==> src/common/lan_cmd_params.svh <==
`ifndef LAN_CMD_PARAMS_SVH
`define LAN_CMD_PARAMS_SVH
// ==========================================
// Shared word offsets (word index on the host port)
`define W_HS_A 2'h0
`define W_HS_B 2'h1
`define W_PTR_HI 2'h2
`define W_PTR_LO 2'h3
// ==========================================
// Common bits, bit 15 is the most significant bit of the word
`define B_IP 15
`define B_IE 14
`define B_IPA 13
`define B_IPB 12
`define B_PA 11
`define B_SWR 10
`define B_MR 9
`define B_STF 8
// Per-channel bits
`define B_LG 7
`define B_LM 6
`define B_LR 5
`define B_AF 4
`define B_AM 3
`define B_AFC 2
`define B_AT 1
`define B_ATR 0
// ==========================================
// Command codes
`define C_READ 8'h01
`define C_WRITE 8'h02
`define C_MOVE 8'h03
`define C_SELFTEST 8'h04
`define C_JSR 8'h05
`define C_IPL 8'h06
`define C_READ_ID 8'h07
`define C_STA_LOAD 8'h08
`define C_CFG_CHIP 8'h09
`define C_HDR_PICK 8'h0A
`define C_MCAST 8'h0B
`define C_STAT_RD 8'h0C
`define C_RX_ON 8'h0D
`define C_RX_OFF 8'h0E
`define C_TX_START 8'h0F
`define C_TX_STOP 8'h10
`define C_TIMER_ON 8'h11
`define C_TO_PRIM 8'h12
// ==========================================
// Error codes
`define E_NONE 8'h00
`define E_81 8'h81
`define E_82 8'h82
`define E_83 8'h83
`define E_84 8'h84
`define E_85 8'h85
`define E_86 8'h86
`define E_87 8'h87
`define E_88 8'h88
`define E_89 8'h89
`define E_8A 8'h8A
`define E_8B 8'h8B
`define E_8C 8'h8C
`define E_8D 8'h8D
`define E_P_TIMEOUT 8'h80
`define E_P_MEMERR 8'h81
`define E_P_PARITY 8'h82
`define E_P_BADADDR 8'h83
`define E_P_ADDRERR 8'h84
`define E_P_VECTOR 8'h85
`define E_CRASH_SMALL 8'h91
`define E_CRASH_LARGE 8'h92
`define E_UNKNOWN 8'hFF
// ==========================================
// Limits and reset values
`define HDR_MAX 8'h14
`define MCAST_MAX 8'h14
`define STAT_COUNT 8'h10
`define ST_ALL 8'h00
`define ST_LAST 8'h10
`define SIG_PASS_HI 16'h5A5A
`define SIG_PASS_LO 16'hA5A5
`define WORD_RESET 16'h0000
`endif

==> src/common/lan_cmd_pkg.sv <==
package lan_cmd_pkg;
  typedef enum logic {MODE_PRIM, MODE_LINK} mode_t;
  typedef struct packed {
    logic tx_active;
    logic rx_active;
    logic offsets_ascending;
  } cond_t;
  typedef struct packed {
    logic bus_timeout;
    logic bus_mem_err;
    logic parity_err;
    logic bad_addr;
    logic addr_err;
    logic bad_vector;
  } prim_fault_t;
  typedef struct packed {
    logic [7:0] count;
    logic [7:0] code;
  } cmd_word_t;
endpackage

==> src/core/lan_cmd_port.sv <==
// Behaviour
// - Codes 1, 2, 3 read a word, write a word, move a block.
// - Codes 4, 5, 6 run self-test, jump subroutine, load program from ROM.
// - Station load or chip configure while busy gives 81/83; chip faults 82/84.
// - Header pick: 85 receiver busy, 86 count over twenty, 87 unordered offsets.
// - Multicast load: 88 busy, 89 over twenty addresses, 8A chip fault.
// - Counter read code 0C asking too many counters returns 8B.
// - Transmit start code 0F: 8C already running, 8D null descriptor pointer.
// - Primitive mode faults reported as codes 80 to 85.
// - Crash code 91 without small buffer, 92 without large buffer.
// - Self-test number 00 runs all tests, 01 to 10 run one each.
// - Self-tests run after power-up and after a host reset written while no self-test is running.
// - Four 16-bit shared words at word offsets 0 to 3.
// - Channel A uses word 0, channel B uses word 1.
// - High byte shared by both words, low byte per channel.
// - Words 2 and 3 carry a data structure address.
// - Primitive mode places self-test status or error in words 2 and 3.
// - Handshake bits active at one, inactive at zero.
// - Access permission per bit applies to whoever accesses the word.
// - Channel A carries commands, channel B carries receive traffic.
// - Attention-clear bit write-only, reads zero, writing one clears incoming attention.
// - Attention-request bit write-only, reads zero, writing one sets outgoing attention.
`timescale 1ns/1ps
`default_nettype none
`include "lan_cmd_params.svh"
module lan_cmd_port
  import lan_cmd_pkg::*;
#(
  parameter logic [7:0] STAT_COUNT = `STAT_COUNT
) (
  // Clock and reset
  input wire logic clock_i,
  input wire logic reset_i,
  // Host slave word port
  input wire logic host_sel_i,
  input wire logic host_we_i,
  input wire logic [1:0] host_addr_i,
  input wire logic [15:0] host_wdata_i,
  output logic [15:0] host_rdata_o,
  output logic host_ack_o,
  output logic irq_o,
  // Command executor
  input wire cond_t cond_i,
  output logic cmd_go_o,
  output logic [7:0] cmd_code_o,
  input wire logic cmd_done_i,
  input wire logic cmd_fault_i,
  // Fault sources
  input wire prim_fault_t prim_fault_i,
  input wire logic no_small_buf_i,
  input wire logic no_large_buf_i,
  // Receive channel
  input wire logic rx_event_i,
  output logic rx_attn_o,
  // Self-test engine and mode output
  output logic test_go_o,
  output logic [7:0] test_num_o,
  input wire logic test_done_i,
  input wire logic test_fail_i,
  output logic link_mode_o
);
  // ==========================================
  // Shared state
  typedef enum logic [1:0] {P_IDLE, P_EXEC, P_TEST} port_st_t;
  port_st_t state_q;
  mode_t mode_q;
  logic ie_q, pa_q, swr_q, mr_q;
  logic [1:0] lg_q, lm_q, lr_q, af_q, am_q, at_q;
  logic [15:0] ptr_hi_q, ptr_lo_q;
  logic [7:0] err_q;
  logic start_q;
  logic [7:0] start_num_q;
  logic irq_pend_a, irq_pend_b, ip, selftest_fail_flag;
  logic st_busy, st_failed, st_finish;
  logic [7:0] chk_err;
  logic [1:0] wr_ch;
  cmd_word_t cmd;
  logic take_cmd, crash, pfault;
  logic [7:0] pf_code;

  assign cmd = cmd_word_t'(ptr_lo_q);
  assign irq_pend_a = af_q[0] & am_q[0];
  assign irq_pend_b = af_q[1] & am_q[1];
  assign ip = irq_pend_a | irq_pend_b;
  assign selftest_fail_flag = st_busy | st_failed;
  assign take_cmd = (state_q == P_IDLE) && at_q[0] && !st_busy;
  assign crash = no_small_buf_i | no_large_buf_i;
  assign pfault = (mode_q == MODE_PRIM) && (|prim_fault_i);

  // Host write strobes per handshake word
  assign wr_ch[0] = host_sel_i && host_we_i && host_addr_i == `W_HS_A;
  assign wr_ch[1] = host_sel_i && host_we_i && host_addr_i == `W_HS_B;

  // Primitive fault priority: lowest code first
  function automatic logic [7:0] prim_code(input prim_fault_t f);
    if (f.bus_timeout) prim_code = `E_P_TIMEOUT;
    else if (f.bus_mem_err) prim_code = `E_P_MEMERR;
    else if (f.parity_err) prim_code = `E_P_PARITY;
    else if (f.bad_addr) prim_code = `E_P_BADADDR;
    else if (f.addr_err) prim_code = `E_P_ADDRERR;
    else prim_code = `E_P_VECTOR;
  endfunction
  assign pf_code = prim_code(prim_fault_i);

  // Chip faults map by command
  function automatic logic [7:0] chip_code(input logic [7:0] code);
    case (code)
      `C_STA_LOAD: chip_code = `E_82;
      `C_CFG_CHIP: chip_code = `E_84;
      `C_MCAST: chip_code = `E_8A;
      default: chip_code = `E_UNKNOWN;
    endcase
  endfunction

  cmd_check #(.STAT_COUNT(STAT_COUNT)) u_check (
    .cmd_i(cmd),
    .mode_i(mode_q),
    .cond_i(cond_i),
    .tdb_null_i(ptr_hi_q == `WORD_RESET),
    .err_o(chk_err)
  );

  selftest_seq u_selftest (
    .clock_i(clock_i),
    .reset_i(reset_i),
    .start_i(start_q),
    .num_i(start_num_q),
    .go_o(test_go_o),
    .num_o(test_num_o),
    .done_i(test_done_i),
    .fail_i(test_fail_i),
    .busy_o(st_busy),
    .failed_o(st_failed),
    .finish_o(st_finish)
  );

  // ==========================================
  // Common control bits and self-test launch
  always_ff @(posedge clock_i or posedge reset_i) begin
    if (reset_i) begin
      ie_q <= 1'b0;
      swr_q <= 1'b0;
      mr_q <= 1'b0;
      start_q <= 1'b1;
      start_num_q <= `ST_ALL;
    end else begin
      start_q <= 1'b0;
      if (wr_ch[0] | wr_ch[1]) ie_q <= host_wdata_i[`B_IE];
      // Reset bits are set-only by the host and drop when the test run ends
      if ((wr_ch[0] | wr_ch[1]) && (host_wdata_i[`B_SWR] | host_wdata_i[`B_MR])) begin
        swr_q <= swr_q | host_wdata_i[`B_SWR];
        mr_q <= mr_q | host_wdata_i[`B_MR];
        start_q <= 1'b1;
        start_num_q <= `ST_ALL;
      end else if (take_cmd && cmd.code == `C_SELFTEST && chk_err == `E_NONE) begin
        start_q <= 1'b1;
        start_num_q <= cmd.count;
      end else if (st_finish) begin
        swr_q <= 1'b0;
        mr_q <= 1'b0;
      end
    end
  end

  // ==========================================
  // Per-channel handshake bits, one layout repeated
  for (genvar c = 0; c < 2; c++) begin : g_chan
    logic dev_set_af, dev_clr_at;
    assign dev_set_af = (c == 0) ? (state_q != P_IDLE && (cmd_done_i && state_q == P_EXEC ||
                        st_finish && state_q == P_TEST)) || (take_cmd && chk_err != `E_NONE)
                        : rx_event_i;
    assign dev_clr_at = (c == 0) ? take_cmd : at_q[1];
    always_ff @(posedge clock_i or posedge reset_i) begin
      if (reset_i) begin
        lr_q[c] <= 1'b0;
        lm_q[c] <= 1'b0;
        am_q[c] <= 1'b0;
        lg_q[c] <= 1'b0;
        af_q[c] <= 1'b0;
        at_q[c] <= 1'b0;
      end else begin
        if (wr_ch[c]) begin
          lr_q[c] <= host_wdata_i[`B_LR];
          lm_q[c] <= host_wdata_i[`B_LM];
          am_q[c] <= host_wdata_i[`B_AM];
        end
        lg_q[c] <= lr_q[c] & lm_q[c];
        // Device set wins over a host clear in the same cycle
        if (dev_set_af) af_q[c] <= 1'b1;
        else if (wr_ch[c] && host_wdata_i[`B_AFC]) af_q[c] <= 1'b0;
        if (wr_ch[c] && host_wdata_i[`B_ATR]) at_q[c] <= 1'b1;
        else if (dev_clr_at) at_q[c] <= 1'b0;
      end
    end
  end

  // ==========================================
  // Command sequencer and result words
  always_ff @(posedge clock_i or posedge reset_i) begin
    if (reset_i) begin
      state_q <= P_IDLE;
      mode_q <= MODE_PRIM;
      cmd_go_o <= 1'b0;
      cmd_code_o <= 8'h00;
      err_q <= `E_NONE;
      pa_q <= 1'b0;
    end else begin
      cmd_go_o <= 1'b0;
      case (state_q)
        P_IDLE: begin
          if (take_cmd) begin
            cmd_code_o <= cmd.code;
            if (chk_err != `E_NONE) begin
              err_q <= chk_err;
            end else if (cmd.code == `C_SELFTEST) begin
              state_q <= P_TEST;
            end else begin
              cmd_go_o <= 1'b1;
              state_q <= P_EXEC;
            end
          end
        end
        P_EXEC: begin
          if (cmd_done_i) begin
            err_q <= cmd_fault_i ? chip_code(cmd_code_o) : `E_NONE;
            if (!cmd_fault_i && cmd_code_o == `C_IPL) mode_q <= MODE_LINK;
            if (!cmd_fault_i && cmd_code_o == `C_TO_PRIM) mode_q <= MODE_PRIM;
            state_q <= P_IDLE;
          end
        end
        P_TEST: begin
          if (st_finish) state_q <= P_IDLE;
        end
        default: state_q <= P_IDLE;
      endcase
      if (crash | pfault) pa_q <= 1'b1;
      else if (wr_ch[0] && host_wdata_i[`B_ATR]) pa_q <= 1'b0;
    end
  end

  // Structure words: host writes, device results take priority
  always_ff @(posedge clock_i or posedge reset_i) begin
    if (reset_i) begin
      ptr_hi_q <= `WORD_RESET;
      ptr_lo_q <= `WORD_RESET;
    end else begin
      if (no_small_buf_i) ptr_hi_q <= {8'h00, `E_CRASH_SMALL};
      else if (no_large_buf_i) ptr_hi_q <= {8'h00, `E_CRASH_LARGE};
      else if (pfault) ptr_hi_q <= {8'h00, pf_code};
      else if (st_finish) begin
        ptr_hi_q <= st_failed ? {8'h00, test_num_o} : `SIG_PASS_HI;
        ptr_lo_q <= st_failed ? `WORD_RESET : `SIG_PASS_LO;
      end else if (take_cmd && chk_err != `E_NONE) ptr_hi_q <= {8'h00, chk_err};
      else if (state_q == P_EXEC && cmd_done_i) begin
        ptr_hi_q <= {8'h00, cmd_fault_i ? chip_code(cmd_code_o) : `E_NONE};
      end else if (host_sel_i && host_we_i) begin
        if (host_addr_i == `W_PTR_HI) ptr_hi_q <= host_wdata_i;
        if (host_addr_i == `W_PTR_LO) ptr_lo_q <= host_wdata_i;
      end
    end
  end

  // ==========================================
  // Host read port and registered outputs
  function automatic logic [15:0] hs_word(input logic [1:0] c);
    logic [15:0] w;
    w = 16'h0000;
    w[`B_IP] = ip;
    w[`B_IE] = ie_q;
    w[`B_IPA] = irq_pend_a;
    w[`B_IPB] = irq_pend_b;
    w[`B_PA] = pa_q;
    w[`B_SWR] = swr_q;
    w[`B_MR] = mr_q;
    w[`B_STF] = selftest_fail_flag;
    w[`B_LG] = lg_q[c[0]];
    w[`B_LM] = lm_q[c[0]];
    w[`B_LR] = lr_q[c[0]];
    w[`B_AF] = af_q[c[0]];
    w[`B_AM] = am_q[c[0]];
    w[`B_AT] = at_q[c[0]];
    hs_word = w;
  endfunction

  always_ff @(posedge clock_i or posedge reset_i) begin
    if (reset_i) begin
      host_rdata_o <= 16'h0000;
      host_ack_o <= 1'b0;
      irq_o <= 1'b0;
      rx_attn_o <= 1'b0;
      link_mode_o <= 1'b0;
    end else begin
      host_ack_o <= host_sel_i;
      irq_o <= ip & ie_q;
      rx_attn_o <= at_q[1];
      link_mode_o <= (mode_q == MODE_LINK);
      if (host_sel_i && !host_we_i) begin
        case (host_addr_i)
          `W_HS_A, `W_HS_B: host_rdata_o <= hs_word(host_addr_i);
          `W_PTR_HI: host_rdata_o <= ptr_hi_q;
          default: host_rdata_o <= ptr_lo_q;
        endcase
      end
    end
  end

  // ==========================================
  // Checks
  a_irq_gate: assert property (@(posedge clock_i) disable iff (reset_i)
    irq_o == $past(ip & ie_q)) else $error("interrupt not gated by enable");
  a_read_zero: assert property (@(posedge clock_i) disable iff (reset_i)
    host_sel_i && !host_we_i && host_addr_i[1] == 1'b0 |=>
    host_rdata_o[`B_AFC] == 1'b0 && host_rdata_o[`B_ATR] == 1'b0) else $error("write-only bit read nonzero");
  a_attn_clear: assert property (@(posedge clock_i) disable iff (reset_i)
    wr_ch[1] && host_wdata_i[`B_AFC] && !rx_event_i |=> !af_q[1]) else $error("attention not cleared");
  a_attn_req: assert property (@(posedge clock_i) disable iff (reset_i)
    wr_ch[0] && host_wdata_i[`B_ATR] |=> at_q[0]) else $error("attention request lost");
  a_tx_busy: assert property (@(posedge clock_i) disable iff (reset_i)
    take_cmd && mode_q == MODE_LINK && cmd.code == `C_TX_START && cond_i.tx_active && !crash
    |=> ptr_hi_q[7:0] == `E_8C && af_q[0]) else $error("transmit busy not refused");
  a_hdr_count: assert property (@(posedge clock_i) disable iff (reset_i)
    take_cmd && mode_q == MODE_LINK && cmd.code == `C_HDR_PICK && !cond_i.rx_active &&
    cmd.count > `HDR_MAX && !crash && !pfault |=> ptr_hi_q[7:0] == `E_86) else $error("header count not refused");
  a_unknown_cmd: assert property (@(posedge clock_i) disable iff (reset_i)
    take_cmd && cmd.code > `C_TO_PRIM |=> err_q != `E_NONE && state_q == P_IDLE) else $error("unknown code accepted");
  a_crash_code: assert property (@(posedge clock_i) disable iff (reset_i)
    no_small_buf_i |=> ptr_hi_q[7:0] == `E_CRASH_SMALL && pa_q) else $error("crash code missing");
  a_reset_test: assert property (@(posedge clock_i)
    $fell(reset_i) |-> ##[1:3] test_go_o) else $error("self-test not started after reset");
  a_cmd_issue: assert property (@(posedge clock_i) disable iff (reset_i)
    take_cmd && chk_err == `E_NONE && cmd.code == `C_MOVE |=> cmd_go_o && cmd_code_o == `C_MOVE) else $error("move not issued");
  c_cmd_done: cover property (@(posedge clock_i) disable iff (reset_i) state_q == P_EXEC && cmd_done_i);
  c_test_fail: cover property (@(posedge clock_i) disable iff (reset_i) st_finish && st_failed);
  c_link_mode: cover property (@(posedge clock_i) disable iff (reset_i) $rose(link_mode_o));
endmodule
`default_nettype wire

==> src/core/cmd_check.sv <==
`timescale 1ns/1ps
`default_nettype none
`include "lan_cmd_params.svh"
module cmd_check
  import lan_cmd_pkg::*;
#(
  parameter logic [7:0] STAT_COUNT = `STAT_COUNT
) (
  // Command and context
  input wire cmd_word_t cmd_i,
  input wire mode_t mode_i,
  input wire cond_t cond_i,
  input wire logic tdb_null_i,
  // Verdict
  output logic [7:0] err_o
);
  logic busy;
  assign busy = cond_i.tx_active | cond_i.rx_active;

  always_comb begin
    err_o = `E_NONE;
    case (cmd_i.code)
      `C_READ, `C_WRITE, `C_MOVE: err_o = `E_NONE;
      `C_SELFTEST, `C_JSR, `C_IPL: begin
        if (mode_i != MODE_PRIM) err_o = `E_UNKNOWN;
        else if (cmd_i.code == `C_SELFTEST && cmd_i.count > `ST_LAST) err_o = `E_UNKNOWN;
      end
      `C_READ_ID, `C_RX_ON, `C_RX_OFF, `C_TX_STOP, `C_TIMER_ON, `C_TO_PRIM: begin
        if (mode_i != MODE_LINK) err_o = `E_UNKNOWN;
      end
      `C_STA_LOAD: err_o = (mode_i != MODE_LINK) ? `E_UNKNOWN : (busy ? `E_81 : `E_NONE);
      `C_CFG_CHIP: err_o = (mode_i != MODE_LINK) ? `E_UNKNOWN : (busy ? `E_83 : `E_NONE);
      `C_HDR_PICK: begin
        if (mode_i != MODE_LINK) err_o = `E_UNKNOWN;
        else if (cond_i.rx_active) err_o = `E_85;
        else if (cmd_i.count > `HDR_MAX) err_o = `E_86;
        else if (!cond_i.offsets_ascending) err_o = `E_87;
      end
      `C_MCAST: begin
        if (mode_i != MODE_LINK) err_o = `E_UNKNOWN;
        else if (busy) err_o = `E_88;
        else if (cmd_i.count > `MCAST_MAX) err_o = `E_89;
      end
      `C_STAT_RD: begin
        if (mode_i != MODE_LINK) err_o = `E_UNKNOWN;
        else if (cmd_i.count > STAT_COUNT) err_o = `E_8B;
      end
      `C_TX_START: begin
        if (mode_i != MODE_LINK) err_o = `E_UNKNOWN;
        else if (cond_i.tx_active) err_o = `E_8C;
        else if (tdb_null_i) err_o = `E_8D;
      end
      default: err_o = `E_UNKNOWN;
    endcase
  end
endmodule
`default_nettype wire

==> src/core/selftest_seq.sv <==
`timescale 1ns/1ps
`default_nettype none
`include "lan_cmd_params.svh"
module selftest_seq (
  // Clock and reset
  input wire logic clock_i,
  input wire logic reset_i,
  // Control
  input wire logic start_i,
  input wire logic [7:0] num_i,
  // Test engine
  output logic go_o,
  output logic [7:0] num_o,
  input wire logic done_i,
  input wire logic fail_i,
  // Result
  output logic busy_o,
  output logic failed_o,
  output logic finish_o
);
  typedef enum logic [1:0] {S_IDLE, S_RUN, S_WAIT} st_t;
  st_t state_q;
  logic all_q;

  always_ff @(posedge clock_i or posedge reset_i) begin
    if (reset_i) begin
      state_q <= S_IDLE;
      all_q <= 1'b0;
      num_o <= 8'h00;
      go_o <= 1'b0;
      failed_o <= 1'b0;
      finish_o <= 1'b0;
    end else begin
      go_o <= 1'b0;
      finish_o <= 1'b0;
      case (state_q)
        S_IDLE: begin
          if (start_i) begin
            // Number zero walks every test in order
            all_q <= (num_i == `ST_ALL);
            num_o <= (num_i == `ST_ALL) ? 8'h01 : num_i;
            failed_o <= 1'b0;
            state_q <= S_RUN;
          end
        end
        S_RUN: begin
          go_o <= 1'b1;
          state_q <= S_WAIT;
        end
        S_WAIT: begin
          if (done_i) begin
            if (fail_i) begin
              failed_o <= 1'b1;
              finish_o <= 1'b1;
              state_q <= S_IDLE;
            end else if (all_q && num_o != `ST_LAST) begin
              num_o <= num_o + 8'h01;
              state_q <= S_RUN;
            end else begin
              finish_o <= 1'b1;
              state_q <= S_IDLE;
            end
          end
        end
        default: state_q <= S_IDLE;
      endcase
    end
  end

  assign busy_o = (state_q != S_IDLE);
endmodule
`default_nettype wire

==> config.mk <==
export PLATFORM = sky130hd
export DESIGN_NAME = lan_cmd_port
export DESIGN_NICKNAME = d
export VERILOG_FILES = /design/src/common/lan_cmd_pkg.sv /design/src/core/lan_cmd_port.sv /design/src/core/cmd_check.sv /design/src/core/selftest_seq.sv
export VERILOG_INCLUDE_DIRS = /design/src /design/src/common
export SDC_FILE = /design/constraint.sdc
export NUM_CORES = 1
export LEC_CHECK = 0
export BUFFER_PORTS_ARGS = -buffer_cell sky130_fd_sc_hd__buf_2
export CAP_MARGIN = 20
export CELL_PAD_IN_SITES_DETAIL_PLACEMENT = 2
export CELL_PAD_IN_SITES_GLOBAL_PLACEMENT = 2
export CORE_MARGIN = 4
export CORE_UTILIZATION = 38
export CTS_BUF_LIST = sky130_fd_sc_hd__clkbuf_4
export CTS_CLUSTER_SIZE = 28
export DETAILED_ROUTE_END_ITERATION = 12
export HOLD_SLACK_MARGIN = 0.05
export PLACE_DENSITY_LB_ADDON = 0.08
export SYNTH_ARGS = -nofsm -noshare
export SYNTH_HDL_FRONTEND = slang
export SYNTH_SLANG_ARGS = --single-unit
export TNS_END_PERCENT = 1
==> constraint.sdc <==
create_clock -name clock_i -period 3.3 [get_ports clock_i]
set_clock_uncertainty 0.2 [all_clocks]
set_input_delay 0.165 -clock clock_i [delete_from_list [all_inputs] [get_ports clock_i]]
set_output_delay 0.165 -clock clock_i [all_outputs]
set_load 0.02 [all_outputs]
==> impl_metrics.csv <==
group,metric,value,unit
status,status,"completed",
die,die_width,128,um
cts,htreeDepth,3,
route,drt_first_pass_iters,4,
timing,period_share,0.962,
layout,multi_input_area,2760,sq um
synthesis,synth.net_count,581,
synthesis,ys_seq_area_frac,0.469,
grt,grt_max_degree,59,
grt,antenna_found_initial,0,
timing,worstMarginPinSlew,873,ps
route,antenna_left,0,
synthesis,synth_edf_count,0,
worst_setup_path,crit_path_end_kind,"flop",
route,wl,19.9,mm
worst_setup_path,critical_path_class,"flop to flop",
timing,setup_viol,0,
job,cap_violations,0,
grt,grt_pass1_vias,5381,
synthesis,async_flop_share,1.00,
synthesis,yosysUniqueCellTypes,70,
route,wl_per_cell,23.8,um
place,dp_worst_setup_slack,37.7,ps
layout,fillCellCount,1491,
power_and_ir_drop,leakagePower,3.04,nW
die,die_y,128,um
die,io_pins,76,
worst_setup_path,critPathLaunch,"cmd[7]$_DFFE_PP0P_",
layout,area_growth,20.0,%
cts,cts.clk_slew.worst_paths,180,ps
synthesis,syn_area,5500,sq um
synthesis,avgSynthCellArea,10.2,sq um
synthesis,yosys_warnings,0,
grt,grt_overflow,0,
layout,layout_commonest_cell,"dfrtp_1",
worst_setup_path,r2r-start,"cmd[7]$_DFFE_PP0P_",
cts,clockBufferDepth,2,
die,start_util,0.391,
place,port_buffers,75,
layout,antennaDiodeCount,0,
timing,fin_crit,3170,ps
route,via_per_inst,5.93,
timing,rsz0062_at_grt,"true",
synthesis,syn_inst,541,
timing,fmax,315,MHz
die,die_area,16400,sq um
synthesis,synth_ff_type,"dfrtp_1",
cts,numCtsBuffers,9,
hold_path,hp-class,"primary input to asynchronous set/reset pin",
worst_setup_path,arrival,3410,ps
cts,cts_setup_buffers,0,
cts,cts.sinks,103,
timing,fin_ws,126,ps
worst_setup_path,start_kind,"flop",
route,vias,4955,
route,drt-initial-drc-count,277,
place,globalplace.congestion,0.849,
place,placed_area,6130,sq um
layout,seqCellArea,2580,sq um
place,dp_hpwl,14.8,mm
die,rows,43,
power_and_ir_drop,power.total,3.10,mW
grt,grt_pass1_wl,31.8,mm
layout,nNetsFinal,692,
worst_setup_path,worstPathMaxFanout,10,
grt,grt_usage,0.251,
cts,cts_tree,"built",
timing,slew_viol_final,0,
timing,timing.setup.tns,0,ps
layout,fin_util,0.470,
cts,insertion_delay,500,ps
die,core,14000,sq um
synthesis,synth-seq-cells,103,
layout,layout_common_cells,"dfrtp_1, buf_2, nand2_1",
timing,slew_headroom,0.418,
power_and_ir_drop,ir_worst_vdd,0.292,mV
worst_setup_path,required,3540,ps
timing,hold_viol_final,0,
layout,postLayoutCellArea,6600,sq um
power_and_ir_drop,powerDensity,470,nW/um^2
cts,cts_root_buf,"clkbuf_4",
route,detail_route.drc_violations,0,
layout,drive_gt1_frac,0.250,
==> sequential cells by signal (all words and copies together) (netlist names), 8 cells and up <==
name	count
u_selftest.num_o	8
start_num_q	8
host_rdata_o	16
ptr_hi_q	16
cmd_code_o	8
cmd	16
==> cell type report <==
type                            count  area share
Clock inverter                      6     0.00721
Tap cell                          180      0.0341
Clock buffer                        9      0.0102
Inverter                           10     0.00607
Timing Repair Buffer              130       0.134
Multi-Input combinational cell    398       0.418
Sequential cell                   103       0.391
==> per-stage QoR <==
step | cells | hold slack (ps)
3_3_place_gp | 789 | 81.4
2_1_floorplan | 541 | -3.57
5_1_grt | 836 | 97.2
3_5_place_dp | 789 | 94.7
6_report | 836 | 61.0
4_1_cts | 836 | 70.8
==> logic make-up after synthesis <==
kind of cell	after synthesis	share of synthesized area
AOI/OAI and AO/OA	142	0.184
xor gates and xnor gates	3	0.00478
adders and majority gates	2	0.00455
buffers and inverters	40	0.0348
DFF	103	0.469
muxes	53	0.116
and+or+nand+nor	198	0.187
==> cell usage after synthesis (3+ instances only) <==
| library cell | count | area share |
|---|---|---|
| a211oi_1 | 3 | 0.0041 |
| a21o_1 | 5 | 0.0068 |
| a21oi_1 | 30 | 0.027 |
| a221oi_1 | 3 | 0.0048 |
| a22o_1 | 8 | 0.013 |
| a31oi_1 | 9 | 0.010 |
| and2_1 | 8 | 0.0091 |
| and3_1 | 7 | 0.0080 |
| buf_1 | 4 | 0.0027 |
| buf_2 | 6 | 0.0055 |
| buf_6 | 4 | 0.0082 |
| clkbuf_1 | 15 | 0.010 |
| dfrtp_1 | 102 | 0.46 |
| inv_1 | 10 | 0.0068 |
| mux2_2 | 24 | 0.049 |
| mux2i_1 | 23 | 0.042 |
| mux4_2 | 6 | 0.025 |
| nand2_1 | 59 | 0.040 |
| nand2b_1 | 9 | 0.010 |
| nand3_1 | 13 | 0.012 |
| nand3b_1 | 3 | 0.0041 |
| nand4_1 | 5 | 0.0057 |
| nor2_1 | 38 | 0.026 |
| nor2b_1 | 5 | 0.0057 |
| nor3_1 | 12 | 0.011 |
| nor3b_1 | 3 | 0.0041 |
| nor4_1 | 11 | 0.013 |
| o211ai_1 | 6 | 0.0082 |
| o21ai_0 | 36 | 0.033 |
| o221a_1 | 8 | 0.016 |
| o22ai_1 | 4 | 0.0046 |
| o311ai_0 | 3 | 0.0048 |
| o31ai_1 | 3 | 0.0041 |
| o31ai_2 | 3 | 0.0068 |
| or3_1 | 5 | 0.0057 |
| or4_1 | 5 | 0.0068 |
| xor2_1 | 3 | 0.0048 |
==> path summary, 6_finish.rpt <==
kind,end,slack [ps],depth (start not counted)
worst max-delay path,cmd[0]$_DFFE_PP0P_,130,7
worst min-delay path,host_rdata_o[9]$_DFFE_PP0P_,60,3
worst max register to register,cmd[0]$_DFFE_PP0P_,130,7
worst min register to register,rx_attn_o$_DFF_PP0_,220,0
max in group asynchronous,ptr_hi_q[14]$_DFFE_PP0P_,2080,4
min in group clock_i,ptr_hi_q[1]$_DFFE_PP0P_,90,5
==> report_power, final <==
group / switching [mW] / leakage (nW) / internal [mW]
Clock: 0.478 / 0.0559 / 0.156
Combinational: 0.513 / 1.65 / 0.333
Sequential: 0.211 / 1.34 / 1.41
Total: 1.20 / 3.04 / 1.90
==> worst max-delay path, stage by stage, from the launching register on <==
cell and delay [ps]:
dfrtp_1 480, or3_1 610, or2_1 420, o41ai_4 540, o31ai_4 160, nand4_2 150
or2_1 320, o221a_1 250
==> timing repair <==
item / CTS / global route
hold buffers: 32 / 0
gates resized for setup: 0 / 6
hold endpoints to repair: 168 / 0
endpoints found under the setup margin: 0 / 21
==> per-layer routing <==
metal  track usage  routed length, um  up-vias  part of all wire
li1              -                  -     2234                 -
met1         0.343               8960     2571              0.45
met2         0.426               9840      135              0.49
met3        0.0321                855       15             0.043
met4        0.0574                233        0             0.012
met5             0                  0        -                 0
No activity file was read; power rests on OpenSTA's default activity.
